### src/hdl/stepper_cmd_pkg.sv
// Constants shared by both ends of the stepper command link.
// Assumes a single clock domain on both sides of the link.
`default_nettype none

package stepper_cmd_pkg;
	// ----------------------------------------------------------------
	// Command codes
	// ----------------------------------------------------------------
	localparam logic [7:0] FULL_STATUS_QUERY       = 8'h81;
	localparam logic [7:0] POSITION_QUERY          = 8'hfc;
	localparam logic [7:0] OTP_READBACK_QUERY      = 8'h82;
	localparam logic [7:0] GOTO_SAFE_POS_CMD       = 8'h84;
	localparam logic [7:0] IMMEDIATE_STOP_CMD      = 8'h85;
	localparam logic [7:0] ZERO_POSITION_CMD       = 8'h86;
	localparam logic [7:0] RELOAD_DEFAULTS_CMD     = 8'h87;
	localparam logic [7:0] REFERENCE_SEARCH_CMD    = 8'h88;
	localparam logic [7:0] WRITE_MOTION_PARAMS_CMD = 8'h89;
	localparam logic [7:0] PROGRAM_OTP_CMD         = 8'h90;
	localparam logic [7:0] WRITE_TARGET_CMD        = 8'h8b;
	localparam logic [7:0] DECELERATE_STOP_CMD     = 8'h8f;

	// ----------------------------------------------------------------
	// Frame layout
	// ----------------------------------------------------------------
	localparam logic [1:0] ADDR_FIXED   = 2'h3;
	localparam logic [2:0] ID_FIXED     = 3'h7;
	localparam logic [4:0] SAFE_PAD     = 5'h1f;
	localparam logic [7:0] NA_BYTE      = 8'hff;
	localparam logic       RW_READ      = 1'h1;
	localparam logic       RW_WRITE     = 1'h0;
	localparam logic [1:0] HALF_STEP    = 2'h0;
	localparam logic [2:0] POS_LSB_MASK = 3'h0;
	localparam int         LAST_BYTE    = 8;
	localparam logic [3:0] B_ID         = 4'h1;
	localparam logic [3:0] B_2          = 4'h2;
	localparam logic [3:0] B_3          = 4'h3;
	localparam logic [3:0] B_4          = 4'h4;
	localparam logic [3:0] B_5          = 4'h5;
	localparam logic [3:0] B_6          = 4'h6;
	localparam logic [3:0] B_7          = 4'h7;

	typedef enum logic [1:0] {Q_NONE, Q_FULL, Q_POS, Q_OTP} query_t;
endpackage

`default_nettype wire

### src/hdl/stepper_link_if.sv
// Byte-level link between the bus master and the stepper command slave.
// Assumes both ends run on the same clock; every signal is a one-cycle
// pulse or is qualified by one.
`default_nettype none

interface stepper_link_if;
	logic       frame_start;
	logic       wr_valid;
	logic [7:0] wr_byte;
	logic       rd_req;
	logic       rd_last;
	logic       rsp_valid;
	logic [7:0] rsp_byte;

	modport device (
		input  frame_start,
		input  wr_valid,
		input  wr_byte,
		input  rd_req,
		input  rd_last,
		output rsp_valid,
		output rsp_byte
	);
	modport host (
		output frame_start,
		output wr_valid,
		output wr_byte,
		output rd_req,
		output rd_last,
		input  rsp_valid,
		input  rsp_byte
	);
endinterface

`default_nettype wire

### src/hdl/stepper_cmd_slave.sv
// Command decoder and status responder of the stepper controller.
// Assumes the motion core supplies parameters, flags and positions on
// REF_CLK and acts on the one-cycle command pulses.
//
// Summary of operation
// - Command byte selects status, position or OTP query
// - 0x84 safe, 0x85 hard stop, 0x8F soft
// - 0x86 zero, 0x87 reload, 0x90 program OTP
// - 0x88 reference, 0x89 params, 0x8B target
// - Address byte 11, OTP bits, pin, R/W
// - Byte 1 returns 111, OTP bits, pin for status and position queries
// - Not-applicable fields read as all ones
// - Full status returns seven-byte frame 0..6
// - Byte 2 run and hold current
// - Byte 3 top and floor velocity
// - Byte 4 shape, resolution, direction, rate
// - Byte 5 fault flags and temperature level
// - Byte 6 motion, switch, overcurrents, 1, pump
// - Bytes 2,3 actual position high first
// - Half stepping clears three position LSBs
// - Bytes 4..7 target and safe positions
// - Address LSB 1 reads, 0 writes
// - Master writes command, then separate read frame
// - Master leaves final byte unacknowledged
`default_nettype none

module stepper_cmd_slave (
	input  wire logic              REF_CLK,
	input  wire logic              RESET,
	stepper_link_if.device         link,
	input  wire logic [3:0]        OTP_ADDR,
	input  wire logic              HARDWIRED_ADDRESS_PIN,
	input  wire logic [3:0]        RUN_CURRENT,
	input  wire logic [3:0]        HOLD_CURRENT,
	input  wire logic [3:0]        TOP_VELOCITY,
	input  wire logic [3:0]        FLOOR_VELOCITY,
	input  wire logic              RAMP_SHAPE,
	input  wire logic [1:0]        MICROSTEP_RESOLUTION,
	input  wire logic              ROTATION_DIR,
	input  wire logic [3:0]        RAMP_RATE,
	input  wire logic [5:0]        FAULT_FLAGS,
	input  wire logic [1:0]        TEMPERATURE_LEVEL,
	input  wire logic [2:0]        MOTION_STATE,
	input  wire logic              EXTERNAL_SWITCH_STATE,
	input  wire logic              COIL_A_OVERCURRENT,
	input  wire logic              COIL_B_OVERCURRENT,
	input  wire logic              PUMP_FAILURE_FLAG,
	input  wire logic [15:0]       CURRENT_POSITION,
	input  wire logic [15:0]       TARGET_POSITION,
	input  wire logic [10:0]       SAFE_POSITION,
	input  wire logic [63:0]       OTP_CONTENTS,
	output logic                   GOTO_SAFE_POS_CMD,
	output logic                   IMMEDIATE_STOP_CMD,
	output logic                   DECELERATE_STOP_CMD,
	output logic                   ZERO_POSITION_CMD,
	output logic                   RELOAD_DEFAULTS_CMD,
	output logic                   PROGRAM_OTP_CMD,
	output logic                   REFERENCE_SEARCH_CMD,
	output logic                   WRITE_MOTION_PARAMS_CMD,
	output logic                   WRITE_TARGET_CMD
);
	// ----------------------------------------------------------------
	// Address pin capture
	// ----------------------------------------------------------------
	// The address pin is strapped through a resistor, so it is treated
	// as asynchronous and passes two flops before use.
	logic       hw_meta;
	logic       hw_pin;

	always_ff @(posedge REF_CLK) begin
		if (RESET) begin
			hw_meta <= 1'b0;
			hw_pin  <= 1'b0;
		end else begin
			hw_meta <= HARDWIRED_ADDRESS_PIN;
			hw_pin  <= hw_meta;
		end
	end

	// ----------------------------------------------------------------
	// Frame tracking
	// ----------------------------------------------------------------
	typedef enum logic [1:0] {S_IDLE, S_CMD, S_READ, S_SKIP} state_t;

	state_t                   state;
	stepper_cmd_pkg::query_t  query;
	logic [3:0]               index;
	logic                     addr_hit;
	logic                     cmd_seen;
	logic [7:0]               cmd_code;

	assign addr_hit = link.wr_byte[7:6] == stepper_cmd_pkg::ADDR_FIXED
		&& link.wr_byte[5:1] == {OTP_ADDR, hw_pin};

	always_ff @(posedge REF_CLK) begin
		if (RESET) begin
			state <= S_IDLE;
		end else if (link.frame_start && link.wr_valid) begin
			if (!addr_hit)
				state <= S_SKIP;
			else if (link.wr_byte[0] == stepper_cmd_pkg::RW_READ)
				state <= S_READ;
			else
				state <= S_CMD;
		end else begin
			case (state)
				S_CMD: begin
					if (link.wr_valid)
						state <= S_SKIP;
				end
				S_READ: begin
					if (link.rd_req && link.rd_last)
						state <= S_IDLE;
				end
				default: ;
			endcase
		end
	end

	always_ff @(posedge REF_CLK) begin
		if (RESET) begin
			cmd_seen <= 1'b0;
			cmd_code <= 8'h00;
		end else begin
			cmd_seen <= state == S_CMD && link.wr_valid
				&& !link.frame_start;
			cmd_code <= link.wr_byte;
		end
	end

	// ----------------------------------------------------------------
	// Query selection
	// ----------------------------------------------------------------
	// The query survives until the next query command so that a response
	// frame may be read more than once.
	always_ff @(posedge REF_CLK) begin
		if (RESET) begin
			query <= stepper_cmd_pkg::Q_NONE;
		end else if (cmd_seen) begin
			case (cmd_code)
				stepper_cmd_pkg::FULL_STATUS_QUERY:
					query <= stepper_cmd_pkg::Q_FULL;
				stepper_cmd_pkg::POSITION_QUERY:
					query <= stepper_cmd_pkg::Q_POS;
				stepper_cmd_pkg::OTP_READBACK_QUERY:
					query <= stepper_cmd_pkg::Q_OTP;
				default: ;
			endcase
		end
	end

	// ----------------------------------------------------------------
	// Command pulses
	// ----------------------------------------------------------------
	always_ff @(posedge REF_CLK) begin
		if (RESET) begin
			GOTO_SAFE_POS_CMD       <= 1'b0;
			IMMEDIATE_STOP_CMD      <= 1'b0;
			DECELERATE_STOP_CMD     <= 1'b0;
			ZERO_POSITION_CMD       <= 1'b0;
			RELOAD_DEFAULTS_CMD     <= 1'b0;
			PROGRAM_OTP_CMD         <= 1'b0;
			REFERENCE_SEARCH_CMD    <= 1'b0;
			WRITE_MOTION_PARAMS_CMD <= 1'b0;
			WRITE_TARGET_CMD        <= 1'b0;
		end else begin
			GOTO_SAFE_POS_CMD   <= cmd_seen
				&& cmd_code == stepper_cmd_pkg::GOTO_SAFE_POS_CMD;
			IMMEDIATE_STOP_CMD  <= cmd_seen
				&& cmd_code == stepper_cmd_pkg::IMMEDIATE_STOP_CMD;
			DECELERATE_STOP_CMD <= cmd_seen
				&& cmd_code == stepper_cmd_pkg::DECELERATE_STOP_CMD;
			ZERO_POSITION_CMD   <= cmd_seen
				&& cmd_code == stepper_cmd_pkg::ZERO_POSITION_CMD;
			RELOAD_DEFAULTS_CMD <= cmd_seen
				&& cmd_code == stepper_cmd_pkg::RELOAD_DEFAULTS_CMD;
			PROGRAM_OTP_CMD     <= cmd_seen
				&& cmd_code == stepper_cmd_pkg::PROGRAM_OTP_CMD;
			REFERENCE_SEARCH_CMD    <= cmd_seen
				&& cmd_code == stepper_cmd_pkg::REFERENCE_SEARCH_CMD;
			WRITE_MOTION_PARAMS_CMD <= cmd_seen
				&& cmd_code == stepper_cmd_pkg::WRITE_MOTION_PARAMS_CMD;
			WRITE_TARGET_CMD        <= cmd_seen
				&& cmd_code == stepper_cmd_pkg::WRITE_TARGET_CMD;
			// any other code raises no pulse
		end
	end

	// ----------------------------------------------------------------
	// Response bytes
	// ----------------------------------------------------------------
	logic [15:0] pos_report;
	logic [7:0]  next_rsp;

	assign pos_report = MICROSTEP_RESOLUTION == stepper_cmd_pkg::HALF_STEP
		? {CURRENT_POSITION[15:3], stepper_cmd_pkg::POS_LSB_MASK}
		: CURRENT_POSITION;

	always_comb begin
		next_rsp = stepper_cmd_pkg::NA_BYTE;
		if (query == stepper_cmd_pkg::Q_OTP) begin
			if (index != 4'h0 && int'(index) <= stepper_cmd_pkg::LAST_BYTE)
				next_rsp = OTP_CONTENTS[8 * (index - 4'h1) +: 8];
		end else if (query != stepper_cmd_pkg::Q_NONE) begin
			case (index)
				stepper_cmd_pkg::B_ID:
					next_rsp = {stepper_cmd_pkg::ID_FIXED, OTP_ADDR, hw_pin};
				default: ;
			endcase
			if (query == stepper_cmd_pkg::Q_FULL) begin
				case (index)
					stepper_cmd_pkg::B_2:
						next_rsp = {RUN_CURRENT, HOLD_CURRENT};
					stepper_cmd_pkg::B_3:
						next_rsp = {TOP_VELOCITY, FLOOR_VELOCITY};
					stepper_cmd_pkg::B_4:
						next_rsp = {RAMP_SHAPE, MICROSTEP_RESOLUTION,
							ROTATION_DIR, RAMP_RATE};
					stepper_cmd_pkg::B_5:
						next_rsp = {FAULT_FLAGS, TEMPERATURE_LEVEL};
					stepper_cmd_pkg::B_6:
						next_rsp = {MOTION_STATE, EXTERNAL_SWITCH_STATE,
							COIL_A_OVERCURRENT, COIL_B_OVERCURRENT, 1'b1,
							PUMP_FAILURE_FLAG};
					default: ;
				endcase
			end else begin
				case (index)
					stepper_cmd_pkg::B_2: next_rsp = pos_report[15:8];
					stepper_cmd_pkg::B_3: next_rsp = pos_report[7:0];
					stepper_cmd_pkg::B_4: next_rsp = TARGET_POSITION[15:8];
					stepper_cmd_pkg::B_5: next_rsp = TARGET_POSITION[7:0];
					stepper_cmd_pkg::B_6: next_rsp = SAFE_POSITION[7:0];
					stepper_cmd_pkg::B_7:
						next_rsp = {stepper_cmd_pkg::SAFE_PAD,
							SAFE_POSITION[10:8]};
					default: ;
				endcase
			end
		end
	end

	// bytes 1..15 follow the address byte, the count holding at 15
	always_ff @(posedge REF_CLK) begin
		if (RESET) begin
			index <= 4'h0;
		end else if (link.frame_start && link.wr_valid) begin
			index <= stepper_cmd_pkg::B_ID;
		end else if (state == S_READ && link.rd_req && index != 4'hf) begin
			index <= index + 4'h1;
		end
	end

	always_ff @(posedge REF_CLK) begin
		if (RESET) begin
			link.rsp_valid <= 1'b0;
			link.rsp_byte  <= 8'h00;
		end else begin
			link.rsp_valid <= state == S_READ && link.rd_req;
			link.rsp_byte  <= next_rsp;
		end
	end
endmodule

`default_nettype wire

### src/flat_wrapper.sv
// flat-port wrapper written by rule: the top's interface ports become plain ports
module stepper_cmd_slave_flat 
  (REF_CLK, RESET, OTP_ADDR, HARDWIRED_ADDRESS_PIN, RUN_CURRENT, HOLD_CURRENT, TOP_VELOCITY, FLOOR_VELOCITY, RAMP_SHAPE, MICROSTEP_RESOLUTION, ROTATION_DIR, RAMP_RATE, FAULT_FLAGS, TEMPERATURE_LEVEL, MOTION_STATE, EXTERNAL_SWITCH_STATE, COIL_A_OVERCURRENT, COIL_B_OVERCURRENT, PUMP_FAILURE_FLAG, CURRENT_POSITION, TARGET_POSITION, SAFE_POSITION, OTP_CONTENTS, GOTO_SAFE_POS_CMD, IMMEDIATE_STOP_CMD, DECELERATE_STOP_CMD, ZERO_POSITION_CMD, RELOAD_DEFAULTS_CMD, PROGRAM_OTP_CMD, REFERENCE_SEARCH_CMD, WRITE_MOTION_PARAMS_CMD, WRITE_TARGET_CMD, link_frame_start, link_wr_valid, link_wr_byte, link_rd_req, link_rd_last, link_rsp_valid, link_rsp_byte);
  stepper_link_if link_i ();
  input  wire logic REF_CLK;
  input  wire logic RESET;
  input  wire logic [3:0] OTP_ADDR;
  input  wire logic HARDWIRED_ADDRESS_PIN;
  input  wire logic [3:0] RUN_CURRENT;
  input  wire logic [3:0] HOLD_CURRENT;
  input  wire logic [3:0] TOP_VELOCITY;
  input  wire logic [3:0] FLOOR_VELOCITY;
  input  wire logic RAMP_SHAPE;
  input  wire logic [1:0] MICROSTEP_RESOLUTION;
  input  wire logic ROTATION_DIR;
  input  wire logic [3:0] RAMP_RATE;
  input  wire logic [5:0] FAULT_FLAGS;
  input  wire logic [1:0] TEMPERATURE_LEVEL;
  input  wire logic [2:0] MOTION_STATE;
  input  wire logic EXTERNAL_SWITCH_STATE;
  input  wire logic COIL_A_OVERCURRENT;
  input  wire logic COIL_B_OVERCURRENT;
  input  wire logic PUMP_FAILURE_FLAG;
  input  wire logic [15:0] CURRENT_POSITION;
  input  wire logic [15:0] TARGET_POSITION;
  input  wire logic [10:0] SAFE_POSITION;
  input  wire logic [63:0] OTP_CONTENTS;
  output logic GOTO_SAFE_POS_CMD;
  output logic IMMEDIATE_STOP_CMD;
  output logic DECELERATE_STOP_CMD;
  output logic ZERO_POSITION_CMD;
  output logic RELOAD_DEFAULTS_CMD;
  output logic PROGRAM_OTP_CMD;
  output logic REFERENCE_SEARCH_CMD;
  output logic WRITE_MOTION_PARAMS_CMD;
  output logic WRITE_TARGET_CMD;
  input wire logic [$bits(link_i.frame_start)-1:0] link_frame_start;
  input wire logic [$bits(link_i.wr_valid)-1:0] link_wr_valid;
  input wire logic [$bits(link_i.wr_byte)-1:0] link_wr_byte;
  input wire logic [$bits(link_i.rd_req)-1:0] link_rd_req;
  input wire logic [$bits(link_i.rd_last)-1:0] link_rd_last;
  output wire logic [$bits(link_i.rsp_valid)-1:0] link_rsp_valid;
  output wire logic [$bits(link_i.rsp_byte)-1:0] link_rsp_byte;
  assign link_i.frame_start = link_frame_start;
  assign link_i.wr_valid = link_wr_valid;
  assign link_i.wr_byte = link_wr_byte;
  assign link_i.rd_req = link_rd_req;
  assign link_i.rd_last = link_rd_last;
  assign link_rsp_valid = link_i.rsp_valid;
  assign link_rsp_byte = link_i.rsp_byte;
  stepper_cmd_slave u_core (.REF_CLK(REF_CLK), .RESET(RESET), .link(link_i), .OTP_ADDR(OTP_ADDR), .HARDWIRED_ADDRESS_PIN(HARDWIRED_ADDRESS_PIN), .RUN_CURRENT(RUN_CURRENT), .HOLD_CURRENT(HOLD_CURRENT), .TOP_VELOCITY(TOP_VELOCITY), .FLOOR_VELOCITY(FLOOR_VELOCITY), .RAMP_SHAPE(RAMP_SHAPE), .MICROSTEP_RESOLUTION(MICROSTEP_RESOLUTION), .ROTATION_DIR(ROTATION_DIR), .RAMP_RATE(RAMP_RATE), .FAULT_FLAGS(FAULT_FLAGS), .TEMPERATURE_LEVEL(TEMPERATURE_LEVEL), .MOTION_STATE(MOTION_STATE), .EXTERNAL_SWITCH_STATE(EXTERNAL_SWITCH_STATE), .COIL_A_OVERCURRENT(COIL_A_OVERCURRENT), .COIL_B_OVERCURRENT(COIL_B_OVERCURRENT), .PUMP_FAILURE_FLAG(PUMP_FAILURE_FLAG), .CURRENT_POSITION(CURRENT_POSITION), .TARGET_POSITION(TARGET_POSITION), .SAFE_POSITION(SAFE_POSITION), .OTP_CONTENTS(OTP_CONTENTS), .GOTO_SAFE_POS_CMD(GOTO_SAFE_POS_CMD), .IMMEDIATE_STOP_CMD(IMMEDIATE_STOP_CMD), .DECELERATE_STOP_CMD(DECELERATE_STOP_CMD), .ZERO_POSITION_CMD(ZERO_POSITION_CMD), .RELOAD_DEFAULTS_CMD(RELOAD_DEFAULTS_CMD), .PROGRAM_OTP_CMD(PROGRAM_OTP_CMD), .REFERENCE_SEARCH_CMD(REFERENCE_SEARCH_CMD), .WRITE_MOTION_PARAMS_CMD(WRITE_MOTION_PARAMS_CMD), .WRITE_TARGET_CMD(WRITE_TARGET_CMD));
endmodule
### config.mk
export PLATFORM = sky130hd
export DESIGN_NAME = stepper_cmd_slave_flat
export DESIGN_NICKNAME = d
export VERILOG_FILES = /design/src/hdl/stepper_cmd_pkg.sv /design/src/hdl/stepper_link_if.sv /design/src/hdl/stepper_cmd_slave.sv /design/src/flat_wrapper.sv
export SDC_FILE = /design/constraint.sdc
export NUM_CORES = 1
export LEC_CHECK = 0
export ABC_AREA = 1
export BUFFER_PORTS_ARGS = -buffer_cell sky130_fd_sc_hd__clkbuf_2
export CAP_MARGIN = 30
export CORE_UTILIZATION = 30
export CTS_BUF_LIST = sky130_fd_sc_hd__clkbuf_8
export DETAILED_ROUTE_END_ITERATION = 16
export MAX_ROUTING_LAYER = met4
export PLACE_DENSITY = 0.68
export SLEW_MARGIN = 20
export SYNTH_ARGS = -nofsm -noshare
export SYNTH_HDL_FRONTEND = slang
export SYNTH_SLANG_ARGS = --single-unit
### constraint.sdc
create_clock -name REF_CLK -period 2.2 [get_ports REF_CLK]
set_clock_uncertainty 0.2 [all_clocks]
set_input_delay 0.22 -clock REF_CLK [delete_from_list [all_inputs] [get_ports REF_CLK]]
set_output_delay 0.22 -clock REF_CLK [all_outputs]
set_load 0.01 [all_outputs]
==> results.py <==
metrics = {
    "synth": {
        "netlist.top_cell.by_area": "sky130_fd_sc_hd__dfxtp_1",
        "synth.area.top_cells": "sky130_fd_sc_hd__dfxtp_1, sky130_fd_sc_hd__nand2_1, sky130_fd_sc_hd__nor2_1",
        "syn_inst": 594,
        "post_synth_num_cell_types": 37,
        "yosysWarningCount": 0,
        "synth-seq-area-share": 0.222,
        "netlist_area_before_placement_um2": 3330,
        "synthesis.nets": 767,
        "ys_ff_latch": 37,
        "post_synth.cell_area_avg_um2": 5.61,
        "synthDominantCellAreaShare": 0.222,
    },
    "cts": {
        "clock_tree.buffer_depth": 2,
        "cts-buffers-inserted": 5,
        "tritoncts": "done",
        "clkSlewWorstSetupHoldPaths_ns": 0.08,
        "clock_insertion_delay_worst_skew_ns": 0.29,
        "cts_htree_levels": 2,
        "clock-sinks": 37,
        "cts_root_buf": "sky130_fd_sc_hd__clkbuf_8",
    },
    "power": {
        "power.ir.vdd_worst_v": 0.000236,
        "power_leakage_nw": 2.56,
        "power.density_cell_area_nw_per_um2": 395,
        "finalPower_mw": 1.85,
    },
    "global_route": {
        "global_route_wire_length_before_repair_um": 18500,
        "globalRouteOverflowTotal": 0,
        "antenna_violations_before_repair": 0,
        "via_count_of_the_first_global_routing_pass": 3965,
        "grt_start_max_net_pins": 35,
        "global_route.usage.total": 0.207,
    },
    "setup_path": {
        "reg2reg_setup_slack_ns": 0.16,
        "worst-endpoint-arrival_ns": 2.02,
        "startpoint_type": "flip-flop",
        "crit_fanout": 11,
        "reg2regPathDepth": 11,
        "worst_setup_path_end_kind": "flip-flop",
        "timing.rr.start": "u_core.index[0]",
        "critPathKind": "flip-flop to flip-flop",
        "rr_endpoint": "u_core.link.rsp_byte[7]",
        "worst-endpoint-required_ns": 2.18,
    },
    "sta": {
        "final_max_slew_viol_count": 0,
        "min_period_over_period": 0.928,
        "tns_ns": 0,
        "fmax_mhz": 490,
        "final.min_clock_period_ns": 2.04,
        "finalSetupViolations": 0,
        "worst_pin_slew_ns": 0.399,
        "max_slew_margin": 0.734,
        "final_hold_viol_count": 0,
        "rsz0062_at_grt": "false",
        "hold-worst-slack_ns": 0.0612,
    },
    "die": {
        "placeableCoreArea_um2": 10800,
        "rows": 38,
        "die-width_um": 107,
        "initial_utilization": 0.307,
        "dieHeight_um": 107,
        "die_area_um2": 11500,
        "boundaryPins": 183,
    },
    "placed_design": {
        "placed_cells_incl_taps": 911,
        "port_buffers": 182,
        "detailedPlacementHpwl_um": 9560,
        "gpl.final_weighted_congestion": 0.883,
    },
    "run": {
        "drv.max_cap_violation_count": 0,
    },
    "routing": {
        "vias": 4420,
        "postRouteAntennaNets": 0,
        "routed_wire_length_um": 11700,
        "first_iter_violations": 273,
        "post_drt_via_cell_ratio": 4.73,
        "drt-pass1-iter-count": 5,
        "routed_wire_length_per_instance_um": 12.6,
        "detailed_route_drc_error_count": 0,
    },
    "cells_and_area": {
        "design.final.nets": 966,
        "n_fill_cell": 1183,
        "final_layout_size_suffix_gt1_frac": 0.304,
        "layoutNonFillerInstCount": 934,
        "seqCellArea_um2": 741,
        "diodes": 0,
        "flow.area_growth_from_synthesis_pct": 40.5,
        "total_area_of_multi_input_combinational_cells_um2": 2220,
    },
    "run_status": {
        "status": "complete, no violations",
    },
    "worst_hold_path": {
        "min_delay_worst_endpoint": "u_core.link.rsp_byte[0]",
        "whs_path_depth": 2,
        "hold_path_class": "primary input to flip-flop",
        "timing.hold.worst.start": "RESET",
    },
}
-- cell usage in the layout (no fill, tap or decap), drive strengths merged, types with 2 or more instances in the layout --
cell type    netlist  final
nand2            190    190
clkbuf             5    187
nor2             111    111
nand3             67     67
inv               65     65
dfxtp             37     37
o21ai             32     32
a21oi             24     24
buf               17     21
nand4             13     13
dlygate4sd3        0     11
ha                 8      8
o211ai             5      5
nor3               5      5
o22ai              4      4
a31oi              2      2
xor2               2      2
-- cell type report --
type                            count  share of cell area
Clock buffer                        5              0.0147
Clock inverter                      3             0.00988
Inverter                           65              0.0537
Multi-Input combinational cell    470               0.475
Sequential cell                    37               0.158
Tap cell                          140              0.0374
Timing Repair Buffer              214               0.252
-- metrics by stage --
step	cell area, µm²	util	worst slack (ns)
after global placement	4410	0.407	0.0814
after CTS	4640	0.428	0.0445
after detailed placement	4410	0.407	0.0717
after global routing	4680	0.432	0.00156
final	4680	0.432	0.159
after floorplan	3330	-	0.0104
-- power breakdown --
group / total [mW] / internal, mW / switching (mW)
registers: 0.706 / 0.693 / 0.0130
clock network: 0.596 / 0.339 / 0.257
logic: 0.550 / 0.245 / 0.305
-- Yosys cell counts (all sizes together) --
cell / number
nand2: 190
nor2: 111
nand3: 67
inv: 65
dfxtp: 37
o21ai: 32
a21oi: 24
buf: 17
nand4: 13
ha: 8
clkbuf: 5
nor3: 5
o211ai: 5
o22ai: 4
a31oi: 2
xor2: 2
a21o: 1
a221oi: 1
nand3b: 1
nor2b: 1
nor3b: 1
nor4: 1
or2: 1
-- registers in the layout, indices dropped and copies added (netlist names), 2 cells and up --
name                  count
u_core.cmd_code           8
u_core.link.rsp_byte      8
u_core.index              4
u_core.query              2
u_core.state              2
-- kinds of logic after synthesis --
| kind of cell | synth area share |
|---|---|
| adders and majority gates | 0.0300 |
| xor gates and xnor gates | 0.00751 |
| AOI/OAI and AO/OA | 0.113 |
| DFF | 0.222 |
| and+or+nand+nor | 0.511 |
| buffers and inverters | 0.116 |
-- critical path, stage by stage, from the launching register on --
cell and delay, ns:
sky130_fd_sc_hd__dfxtp_1 0.33, sky130_fd_sc_hd__buf_4 0.15, sky130_fd_sc_hd__ha_1 0.21, sky130_fd_sc_hd__inv_1 0.14, sky130_fd_sc_hd__nor2_1 0.07, sky130_fd_sc_hd__buf_4 0.17, sky130_fd_sc_hd__nand2_1 0.06, sky130_fd_sc_hd__nand2_1 0.05
sky130_fd_sc_hd__nor2_1 0.12, sky130_fd_sc_hd__nand3_1 0.11, sky130_fd_sc_hd__a21oi_2 0.24, sky130_fd_sc_hd__nor2_1 0.07
-- how the worst max path moves through the flow --
stage                     from                      end  slack [ns]  depth (start not counted)
6_report       u_core.index[0]  u_core.link.rsp_byte[7]        0.16                         11
5_1_grt        u_core.index[0]  u_core.link.rsp_byte[5]       0.002                         10
4_1_cts        u_core.index[0]  u_core.link.rsp_byte[7]        0.04                          9
3_5_place_dp   u_core.index[0]  u_core.link.rsp_byte[7]        0.07                          9
3_3_place_gp   u_core.index[0]  u_core.link.rsp_byte[7]        0.08                          9
2_1_floorplan  u_core.index[0]  u_core.link.rsp_byte[6]        0.01                         14
-- metal layers --
metal  track usage  part of all wire  vias to the layer above
li1              -                 -                     2291
met1         0.257              0.43                     1900
met2         0.352              0.47                      219
met3        0.0345             0.086                       10
met4        0.0450             0.012                        0
met5             -                 0                        -
-- repair_timing --
item	CTS	global route
gates resized for setup	0	4
setup endpoints to repair	0	3
setup buffers	0	4
endpoints found under the hold margin	10	0
hold buffers	11	0
Note: power is estimated with default switching activity, not from simulation.
